==> config.mk <==
export PLATFORM = sky130hd
export DESIGN_NAME = drive_run_command_registers
export DESIGN_NICKNAME = d
export VERILOG_FILES = /design/src/param_read_mux.v /design/src/drive_run_command_registers.v
export VERILOG_INCLUDE_DIRS = /design/src
export SDC_FILE = /design/constraint.sdc
export NUM_CORES = 1
export LEC_CHECK = 0
export BUFFER_PORTS_ARGS = -buffer_cell sky130_fd_sc_hd__buf_4
export CAP_MARGIN = 20
export CORE_MARGIN = 3
export CORE_UTILIZATION = 40
export DETAILED_ROUTE_END_ITERATION = 12
export PLACE_DENSITY = 0.72
export SLEW_MARGIN = 20
export SYNTH_ARGS = -nofsm -noshare
export SYNTH_HDL_FRONTEND = slang
export SYNTH_SLANG_ARGS = --single-unit
==> constraint.sdc <==
create_clock -name clock -period 2.01 [get_ports clock]
set_clock_uncertainty 0.05 [all_clocks]
set_input_delay 0.1005 -clock clock [delete_from_list [all_inputs] [get_ports clock]]
set_output_delay 0.1005 -clock clock [all_outputs]
set_load 0.01 [all_outputs]
==> src/run_command_defines.vh <==
// Offsets, field positions and reset values of the run-command parameter bank
`ifndef RUN_COMMAND_DEFINES_VH
`define RUN_COMMAND_DEFINES_VH
`define ADDR_CONTROL_WRITE_GATE 8'h6d
`define ADDR_RUN_CONTROL        8'h6e
`define ADDR_TARGET_WRITE_GATE  8'h6f
`define ADDR_TARGET_POSITION    8'h70
`define RST_CONTROL_WRITE_GATE  8'h00
`define RST_RUN_CONTROL         16'h0000
`define RST_TARGET_WRITE_GATE   8'h00
`define RST_TARGET_POSITION     32'h00000000
`define BIT_RUN_UP      0
`define BIT_RUN_DOWN    1
`define BIT_TRANSFER    2
`define BIT_JOG_CONT    3
`define BIT_RELEASE     4
`define BIT_KEYS        5
`define BIT_NO_LOOP     6
`define BIT_REF_LOOP    7
`define BIT_JOG_UP      8
`define BIT_JOG_DOWN    9
`define BIT_READJUST    10
`define BIT_BRAKE_FREE  11
`define BIT_DRAG_CORR   12
`define BIT_CLEAR_ERR   14
`endif

==> src/param_read_mux.v <==
// Registered read-data selector for the parameter bank
`timescale 1ns/10ps
`include "run_command_defines.vh"
module param_read_mux (
	input  wire        clock,
	input  wire        rstn,
	input  wire        rd_en,
	input  wire [7:0]  rd_index,
	input  wire [7:0]  control_write_gate,
	input  wire [15:0] run_control,
	input  wire [7:0]  target_write_gate,
	input  wire [31:0] target_position,
	output reg  [31:0] rd_data,
	output reg         rd_valid,
	output reg         rd_error
);
	always @(posedge clock or negedge rstn) begin
		if (!rstn) begin
			rd_data  <= 32'h00000000;
			rd_valid <= 1'b0;
			rd_error <= 1'b0;
		end else begin
			rd_valid <= rd_en;
			rd_error <= 1'b0;
			if (rd_en) begin
				case (rd_index)
				`ADDR_CONTROL_WRITE_GATE: rd_data <= {24'h000000, control_write_gate};
				`ADDR_RUN_CONTROL:        rd_data <= {16'h0000, run_control};
				`ADDR_TARGET_WRITE_GATE:  rd_data <= {24'h000000, target_write_gate};
				`ADDR_TARGET_POSITION:    rd_data <= target_position;
				default: begin
					rd_data  <= 32'h00000000;
					rd_error <= 1'b1;
				end
				endcase
			end
		end
	end
endmodule

==> src/drive_run_command_registers.v <==
// Run-command parameter bank: write gates, control word, target position and decoded run requests
`timescale 1ns/10ps
`include "run_command_defines.vh"
// Overview of operation
// - Control gate at zero: next control word write is dropped, word unchanged.
// - Target gate at zero: next target position write is dropped.
// - Bit 0 runs manually upward, bit 1 runs manually downward.
// - Process-data targets start positioning only while bit 2 is set.
// - Bit 3 allows continuous jog; cleared gives single jog steps only.
// - Axis driven only with bit 4, except key jog and bits 8/9 jog.
// - With bus connected, jog keys act only while bit 5 is set.
// - Bit 6 runs without approach loop; bit 7 runs initial reference loop.
// - Bit 8 jogs upward regardless of the release bit.
// - Bit 10 readjusts, bit 11 brakes free run, bit 12 drag error correction.
// - Target position is a signed 31-bit magnitude, default hundredths of mm.
module drive_run_command_registers (
	input  wire        clock,
	input  wire        rstn,
	input  wire        wr_en,
	input  wire        rd_en,
	input  wire [7:0]  index,
	input  wire [31:0] wr_data,
	input  wire        pd_target_valid,
	input  wire [31:0] pd_target,
	input  wire        bus_connected,
	input  wire        key_up,
	input  wire        key_down,
	input  wire [7:0]  error_events,
	output wire [31:0] rd_data,
	output wire        rd_valid,
	output wire        rd_error,
	output reg  [7:0]  error_status,
	output reg         run_up,
	output reg         run_down,
	output reg         jog_up,
	output reg         jog_down,
	output reg         jog_continuous,
	output reg         axis_drive_enable,
	output reg         position_start,
	output reg  [31:0] position_goal,
	output reg         no_approach_loop,
	output reg         reference_loop,
	output reg         readjust,
	output reg         brake_free_run,
	output reg         drag_correction
);
	reg  [7:0]  control_write_gate;
	reg  [15:0] run_control;
	reg  [7:0]  target_write_gate;
	reg  [31:0] target_position;
	reg         conn_meta;
	reg         conn_sync;
	reg  [1:0]  key_meta;
	reg  [1:0]  key_sync;
	wire        wr_ctl;
	wire        wr_tgt;
	wire        keys_ok;
	wire        key_jog;
	wire        ctl_gate_open;
	wire        tgt_gate_open;
	wire        pd_accept;
	reg  [7:0]  next_error_status;
	reg         next_run_up;
	reg         next_run_down;
	reg         next_jog_up;
	reg         next_jog_down;
	reg         next_jog_continuous;
	reg         next_axis_drive_enable;
	reg         next_position_start;
	reg  [31:0] next_position_goal;
	reg         next_no_approach_loop;
	reg         next_reference_loop;
	reg         next_readjust;
	reg         next_brake_free_run;
	reg         next_drag_correction;

	// Any nonzero gate value opens it, not only the value one
	function gate_is_open;
		input [7:0] gate;
		begin
			gate_is_open = (gate != 8'h00);
		end
	endfunction

	// Picks one control word bit so every decode line except keys_ok reads the same way
	function control_bit;
		input [15:0] word;
		input integer pos;
		begin
			control_bit = word[pos];
		end
	endfunction

	// Pin inputs pass two flip-flops before use
	always @(posedge clock or negedge rstn) begin
		if (!rstn) begin
			conn_meta <= 1'b0;
			conn_sync <= 1'b0;
			key_meta  <= 2'b00;
			key_sync  <= 2'b00;
		end else begin
			conn_meta <= bus_connected;
			conn_sync <= conn_meta;
			key_meta  <= {key_down, key_up};
			key_sync  <= key_meta;
		end
	end

	assign wr_ctl = wr_en && (index == `ADDR_RUN_CONTROL);
	assign wr_tgt = wr_en && (index == `ADDR_TARGET_POSITION);

	always @(posedge clock or negedge rstn) begin
		if (!rstn) begin
			control_write_gate <= `RST_CONTROL_WRITE_GATE;
			run_control        <= `RST_RUN_CONTROL;
			target_write_gate  <= `RST_TARGET_WRITE_GATE;
			target_position    <= `RST_TARGET_POSITION;
		end else if (wr_en) begin
			case (index)
			`ADDR_CONTROL_WRITE_GATE: control_write_gate <= wr_data[7:0];
			`ADDR_TARGET_WRITE_GATE:  target_write_gate  <= wr_data[7:0];
			default: begin
			end
			endcase
			// A closed gate swallows this write; the gate stays closed until software reopens it
			if (wr_ctl && ctl_gate_open)
				run_control <= wr_data[15:0];
			if (wr_tgt && tgt_gate_open)
				target_position <= wr_data;
		end
	end

	assign keys_ok = !conn_sync || run_control[`BIT_KEYS];
	assign key_jog = keys_ok && (key_sync[0] || key_sync[1]);

	assign ctl_gate_open = gate_is_open(control_write_gate);
	assign tgt_gate_open = gate_is_open(target_write_gate);
	assign pd_accept     = pd_target_valid && control_bit(run_control, `BIT_TRANSFER);

	always @* begin
		// New events win over the clear so none is lost
		next_error_status = error_status;
		if (control_bit(run_control, `BIT_CLEAR_ERR))
			next_error_status = 8'h00;
		next_error_status = next_error_status | error_events;
		next_run_up   = control_bit(run_control, `BIT_RUN_UP);
		next_run_down = control_bit(run_control, `BIT_RUN_DOWN);
		next_jog_up   = control_bit(run_control, `BIT_JOG_UP) || (keys_ok && key_sync[0]);
		next_jog_down = control_bit(run_control, `BIT_JOG_DOWN) || (keys_ok && key_sync[1]);
		next_jog_continuous = control_bit(run_control, `BIT_JOG_CONT);
		// Jog requests drive the axis even while the release bit is cleared
		next_axis_drive_enable = control_bit(run_control, `BIT_RELEASE) || control_bit(run_control, `BIT_JOG_UP) ||
			control_bit(run_control, `BIT_JOG_DOWN) || key_jog;
		next_position_start = pd_accept;
		// Process data takes priority; a gated register write only moves the goal otherwise
		next_position_goal = position_goal;
		if (pd_accept)
			next_position_goal = pd_target;
		else if (wr_tgt && tgt_gate_open)
			next_position_goal = wr_data;
		next_no_approach_loop = control_bit(run_control, `BIT_NO_LOOP);
		next_reference_loop   = control_bit(run_control, `BIT_REF_LOOP);
		next_readjust         = control_bit(run_control, `BIT_READJUST);
		next_brake_free_run   = control_bit(run_control, `BIT_BRAKE_FREE);
		next_drag_correction  = control_bit(run_control, `BIT_DRAG_CORR);
	end

	always @(posedge clock or negedge rstn) begin
		if (!rstn) begin
			error_status      <= 8'h00;
			run_up            <= 1'b0;
			run_down          <= 1'b0;
			jog_up            <= 1'b0;
			jog_down          <= 1'b0;
			jog_continuous    <= 1'b0;
			axis_drive_enable <= 1'b0;
			position_start    <= 1'b0;
			position_goal     <= 32'h00000000;
			no_approach_loop  <= 1'b0;
			reference_loop    <= 1'b0;
			readjust          <= 1'b0;
			brake_free_run    <= 1'b0;
			drag_correction   <= 1'b0;
		end else begin
			error_status      <= next_error_status;
			run_up            <= next_run_up;
			run_down          <= next_run_down;
			jog_up            <= next_jog_up;
			jog_down          <= next_jog_down;
			jog_continuous    <= next_jog_continuous;
			axis_drive_enable <= next_axis_drive_enable;
			position_start    <= next_position_start;
			position_goal     <= next_position_goal;
			no_approach_loop  <= next_no_approach_loop;
			reference_loop    <= next_reference_loop;
			readjust          <= next_readjust;
			brake_free_run    <= next_brake_free_run;
			drag_correction   <= next_drag_correction;
		end
	end

	param_read_mux u_read (
		.clock              (clock),
		.rstn               (rstn),
		.rd_en              (rd_en),
		.rd_index           (index),
		.control_write_gate (control_write_gate),
		.run_control        (run_control),
		.target_write_gate  (target_write_gate),
		.target_position    (target_position),
		.rd_data            (rd_data),
		.rd_valid           (rd_valid),
		.rd_error           (rd_error)
	);
endmodule

# ---- After elaboration in Yosys (flattened, before gate mapping)
# Cells that the tools add are included.
dict set report word_totals {
  word_cells 60
  register_bits 156
  output_inout_bits 86
  inputBits 88
}
dict set report op_classes {
  eq_ne 4
  n_mux 6
  reduce_logical 24
  n_bitwise 1
}
# cell count
set ops {}
lappend ops {{$pmux 32 s4} 1}
lappend ops {{$mux 32} 2}
lappend ops {{$eq 8x7->1 const B} 4}
lappend ops {{$reduce_bool 8->1} 2}
lappend ops {{$logic_and 1x1->1} 8}
lappend ops {{$mux 8} 1}
lappend ops {{$or 8x8->8} 1}
lappend ops {{$reduce_and 2->1} 4}
lappend ops {{$logic_or 1x1->1} 7}
lappend ops {{$reduce_or 4->1} 1}
lappend ops {{$mux 1} 2}
lappend ops {{$reduce_bool 2->1} 1}
lappend ops {{$logic_not 1->1} 1}

# ---- Depth between registers and ports, before layout
dict set report depth {
  ltp_word 5
  mapped_depth 7
  depth_no_buf 4
}

# ---- Cells and area by module
# Synthesis repeated with hierarchy kept, for this count alone.
dict set report hier_totals {
  cells_unflattened 569
  area_unflattened_um2 6495.0
}
# module cells_per_inst instances area_each_um2 seq_area_each_um2
set modules_own_cells {}
lappend modules_own_cells {drive_run_command_registers 405 1 4797.1 3052.9}
lappend modules_own_cells {param_read_mux 164 1 1697.9 850.8}

# ---- Least setup slack after synthesis
# No wires, ideal clock.
dict set report synth_path {
  kind {reg-to-reg}
  start {register target_write_gate[3]}
  end {register position_goal[10]}
  n_path_buf 1
  slack_ns 0.217
  period_less_slack_ns 1.793
  path_stages_with_launch 6
  setup_ns 0.082
  required_ns 1.878
  t_arrival_ns 1.661
  path_cell_list {dfrtp_1 -> or4_1 -> o211ai_2 -> buf_2 -> o21ai_0 -> a31oi_1}
}
dict set report synth_between {
  elab_chain_cells 3
}
# element line
set synth_lines {}
lappend synth_lines {{from (decl)} drive_run_command_registers.v:49} ;# reg [7:0] target_write_gate;
lappend synth_lines {{from (signal assigned)} drive_run_command_registers.v:116} ;# target_write_gate <= `RST_TARGET_WRITE_GATE;
lappend synth_lines {{from (signal assigned)} drive_run_command_registers.v:121} ;# `ADDR_TARGET_WRITE_GATE: target_write_gate <= wr_data[7:0];
lappend synth_lines {{$reduce_bool 8->1} drive_run_command_registers.v:81} ;# gate_is_open = (gate != 8'h00);
lappend synth_lines {{$logic_and 1x1->1} drive_run_command_registers.v:159} ;# else if (wr_tgt && tgt_gate_open)
lappend synth_lines {{$reduce_bool 2->1 (no source line)} --}
lappend synth_lines {{to (signal assigned)} drive_run_command_registers.v:193} ;# position_goal <= next_position_goal;
lappend synth_lines {{to (decl)} drive_run_command_registers.v:40} ;# output reg [31:0] position_goal,
# Every way passes these cells.
# A chain may end at the register's enable or synchronous reset.

# ---- Worst setup path after layout
dict set report layout_path {
  start {register target_write_gate[0]}
  end {register position_goal[25]}
}
# The elaborated chain is that of the path after synthesis.

==> reports/qor.tcl <==
set qor(status) {finished, final reports clean}
set qor(grt_start_max_net_pins) 66
set qor(clkTransAtPathRegs_ns) 0.06
set qor(clock_sinks) 156
set qor(synth-compound-area-share) 0.162
set qor(totalNegativeSetupSlack_ns) 0
set qor(grt_pass1_vias) 5879
set qor(timing.final.hold_violations) 0
set qor(placement_rows) 45
set qor(drive_gt1_frac) 0.315
set qor(worst_slew_pin_tran_ns) 0.721
set qor(drt_drc_violations_left) 0
set qor(p_int_mw) 5.65
set qor(synth-async-reset-ratio) 1.00
set qor(crit_type) {flip-flop to flip-flop}
set qor(routed_wirelength_mm) 19.3
set qor(detailroute.via_count) 5745
set qor(start_util) 0.414
set qor(power.combinational.fraction) 0.124
set qor(crit_fanout) 20
set qor(vias_per_cell) 5.43
set qor(crit_arrival_ns) 2.21
set qor(dominant_combinational_cell_family_by_area_after_synthesis) {compound AO/OA/AOI/OAI gates}
set qor(setup_repair_after_global_routing_missed_its_margin) {no}
set qor(layout.cells.most_common) {buf_4}
set qor(cp_top_family) {compound AO/OA/AOI/OAI gates}
set qor(synth_warnings) 0
set qor(clock_tree_from_tritoncts) {built}
set qor(yosys.cell_types.count) 37
set qor(synth_seq_area_share) 0.613
set qor(wl_met3_mm) 1.34
set qor(buffer_ports.inserted) 173
set qor(post_synth_xor_area_fraction) 0
set qor(critPathSlowestCell) {or4_4}
set qor(io-pin-count) 174
set qor(timing.final.max_slew_violations) 0
set qor(synthAdderAreaFrac) 0
set qor(maxUsedRoutingLayer) {met4}
set qor(seqPwrFrac) 0.457
set qor(ctsHtreeMaxLevel) 4
set qor(postSynthCellCount) 585
set qor(cellPowerDensity_nw_per_um2) 787
set qor(netlist_top_cells_area) {dfrtp_1 61%, o21ai_0 6.1%, mux2_2 4.1%, nand3_1 3.8%, a31oi_1 3.2%}
set qor(hold_path.class) {input pin to flip-flop}
set qor(synth-simple-area-share) 0.100
set qor(core_outline_area_um2) 15400
set qor(route.antenna.remaining_nets) 0
set qor(syn-num-nets) 673
set qor(max_cap_violations) 0
set qor(netlist_area_um2) 6370
set qor(critPathBufInv) 1
set qor(die_height_um) 132
set qor(max-vdd-ir-drop_mv) 0.560
set qor(synth_area_leader_cell) {dfrtp_1}
set qor(setup.worst_path.start_class) {flip-flop}
set qor(critical_path.endpoint_type) {flip-flop}
set qor(place_area_um2) 8040
set qor(globalplace.congestion) 0.832
set qor(muxShareOfSynthArea) 0.0753
set qor(grt_first_pass_wirelength_mm) 30.8
set qor(finalCoreUtilization) 0.613
set qor(setup_violations) 0
set qor(clk_path_buf_depth) 2
set qor(grt.total_usage) 0.220
set qor(layout.cell_area.non_filler_um2) 9420
set qor(number_of_enable_type_register_cells_in_the_synthesized_netlist) 0
set qor(p_sw_mw) 1.77
set qor(wl_met1_mm) 7.53
set qor(area_growth_from_synthesis_to_final_layout_pct) 48.0
set qor(insertion_delay_ns) 0.42
set qor(max_stage_delay_ns) 0.57
set qor(swShare) 0.238
set qor(fp.dieArea_um2) 17500
set qor(fin_crit_sh) 0.960
set qor(wl_per_cell_um) 18.2
set qor(grt_antenna_before_repair) 0
set qor(cts_bufs_inserted) 17
set qor(static-leakage-power_nw) 4.59
set qor(synth_top_cell_area_share) 0.613
set qor(timing.critical_path.required_ns) 2.29
set qor(dr.first_iter.drc_count) 418
set qor(ys_dominant_reg_cell) {dfrtp_1}
set qor(normalized_max_slew_margin) 0.515
set qor(layout.cells.most_common_list) {186 x buf_4, 156 x dfrtp_1, 77 x o21ai_0, 77 x dlygate4sd3_1, 48 x nand3_1}
set qor(globalRoute.totalOverflow) 0
set qor(detailedPlacementHpwl_mm) 12.2
set qor(max_freq_mhz) 518
set qor(clock_root_buffer_master) {clkbuf_16}
set qor(n_antenna_cell) 0
set qor(clock_power_share) 0.420
set qor(die_width_um) 132
set qor(synth-seq-cells) 156
set qor(worstPathCellList) {or4_4 -> o211ai_4 -> buf_12 -> o21ai_0 -> a31oi_1}
set qor(drtPass1Iterations) 6
set qor(met2RoutedLength_mm) 9.75
set qor(final_nets) 922
set qor(syn-mean-instance-area_um2) 10.9
set qor(clock_period_minus_worst_slack_ns) 1.93
==> layout make-up <==
class / count / area (um2)
fillers: 1194 / 5950
flip-flops and latches: 156 / 3900
repair buffers: 274 / 2380
multi-input cells: 350 / 2170
clock buffers: 22 / 454
well taps: 211 / 264
inverters: 35 / 131
clock inverters: 10 / 118
==> synthesized netlist by cell type, types with 4 or more instances <==
master	count
inv_1	35
buf_2	6
a31oi_1	33
mux2_4	10
dfrtp_1	156
o21ai_0	77
o22ai_1	16
mux2i_1	7
a22oi_1	8
a21o_1	10
mux2_2	23
nand2_1	35
nand3_1	48
nor2_1	34
clkbuf_1	33
o21ai_1	4
a211oi_1	7
a21oi_1	14
==> state kept, by name (all words and copies together) (netlist names), 2 cells and up <==
signal              cells
control_bit.word       16
control_write_gate      8
error_status            8
key_meta                2
key_sync                2
position_goal          32
target_position        32
target_write_gate       8
u_read.rd_data         32
==> metal layers <==
| metal | vias up | GRT usage |
|---|---|---|
| li1 | 2555 | - |
| met1 | 2841 | 0.273 |
| met2 | 288 | 0.365 |
| met3 | 61 | 0.0527 |
| met4 | 0 | 0.0999 |
| met5 | - | 0 |
==> power by group through the flow <==
stage	clock network, mW	logic, mW	registers (mW)
floorplan	0	0.229	3.48
global placement	0	0.755	3.44
detailed placement	0	0.777	3.44
CTS	3.17	0.900	3.39
global route	3.31	0.982	3.41
finish	3.11	0.917	3.39
==> worst register-to-register path: stages, from the launching register on <==
cell and delay, ns:
dfrtp_1 0.40, or4_4 0.57, o211ai_4 0.28, buf_12 0.20, o21ai_0 0.14, a31oi_1 0.22
==> timing repair <==
action                     in CTS  in global routing
hold buffers                   77                  0
setup buffers                   0                  1
setup endpoints to repair       0                  7
gates resized for setup         0                  2
hold endpoints to repair      264                  0
==> final timing paths <==
path	slack, ns	from	to	cells after the start
worst min register to register	0.30	key_meta[0]$_DFF_PN0_	key_sync[0]$_DFF_PN0_	0
worst min-delay path	0.09	pd_target_valid	position_start$_DFF_PN0_	4
max in group asynchronous	1.20	rstn	u_read.rd_data[24]$_DFFE_PN0P_	3
worst max-delay path	0.08	target_write_gate[0]$_DFFE_PN0P_	position_goal[25]$_DFFE_PN0P_	5
worst max register to register	0.08	target_write_gate[0]$_DFFE_PN0P_	position_goal[25]$_DFFE_PN0P_	5
min in group asynchronous	0.10	rstn	key_meta[1]$_DFF_PN0_	2
==> metrics by stage <==
step / hold slack (ns) / setup WS (ns) / cells / total power [mW]
2_1_floorplan: -0.245 / 0.217 / 585 / 3.71
3_3_place_gp: -0.0274 / 0.156 / 947 / 4.19
3_5_place_dp: -0.0243 / 0.0746 / 947 / 4.22
4_1_cts: 0.0746 / 0.0662 / 1056 / 7.46
5_1_grt: 0.103 / 0.00421 / 1058 / 7.70
6_report: 0.0900 / 0.0795 / 1058 / 7.42
==> kinds of logic (layout without fill, tap and decap cells) <==
group,after synthesis,in the layout
AOI/OAI and AO/OA,174,174
buffers and inverters,79,341
DFF,156,156
muxes,40,40
and+or+nand+nor,136,136
No activity file was read; power rests on OpenSTA's default activity.
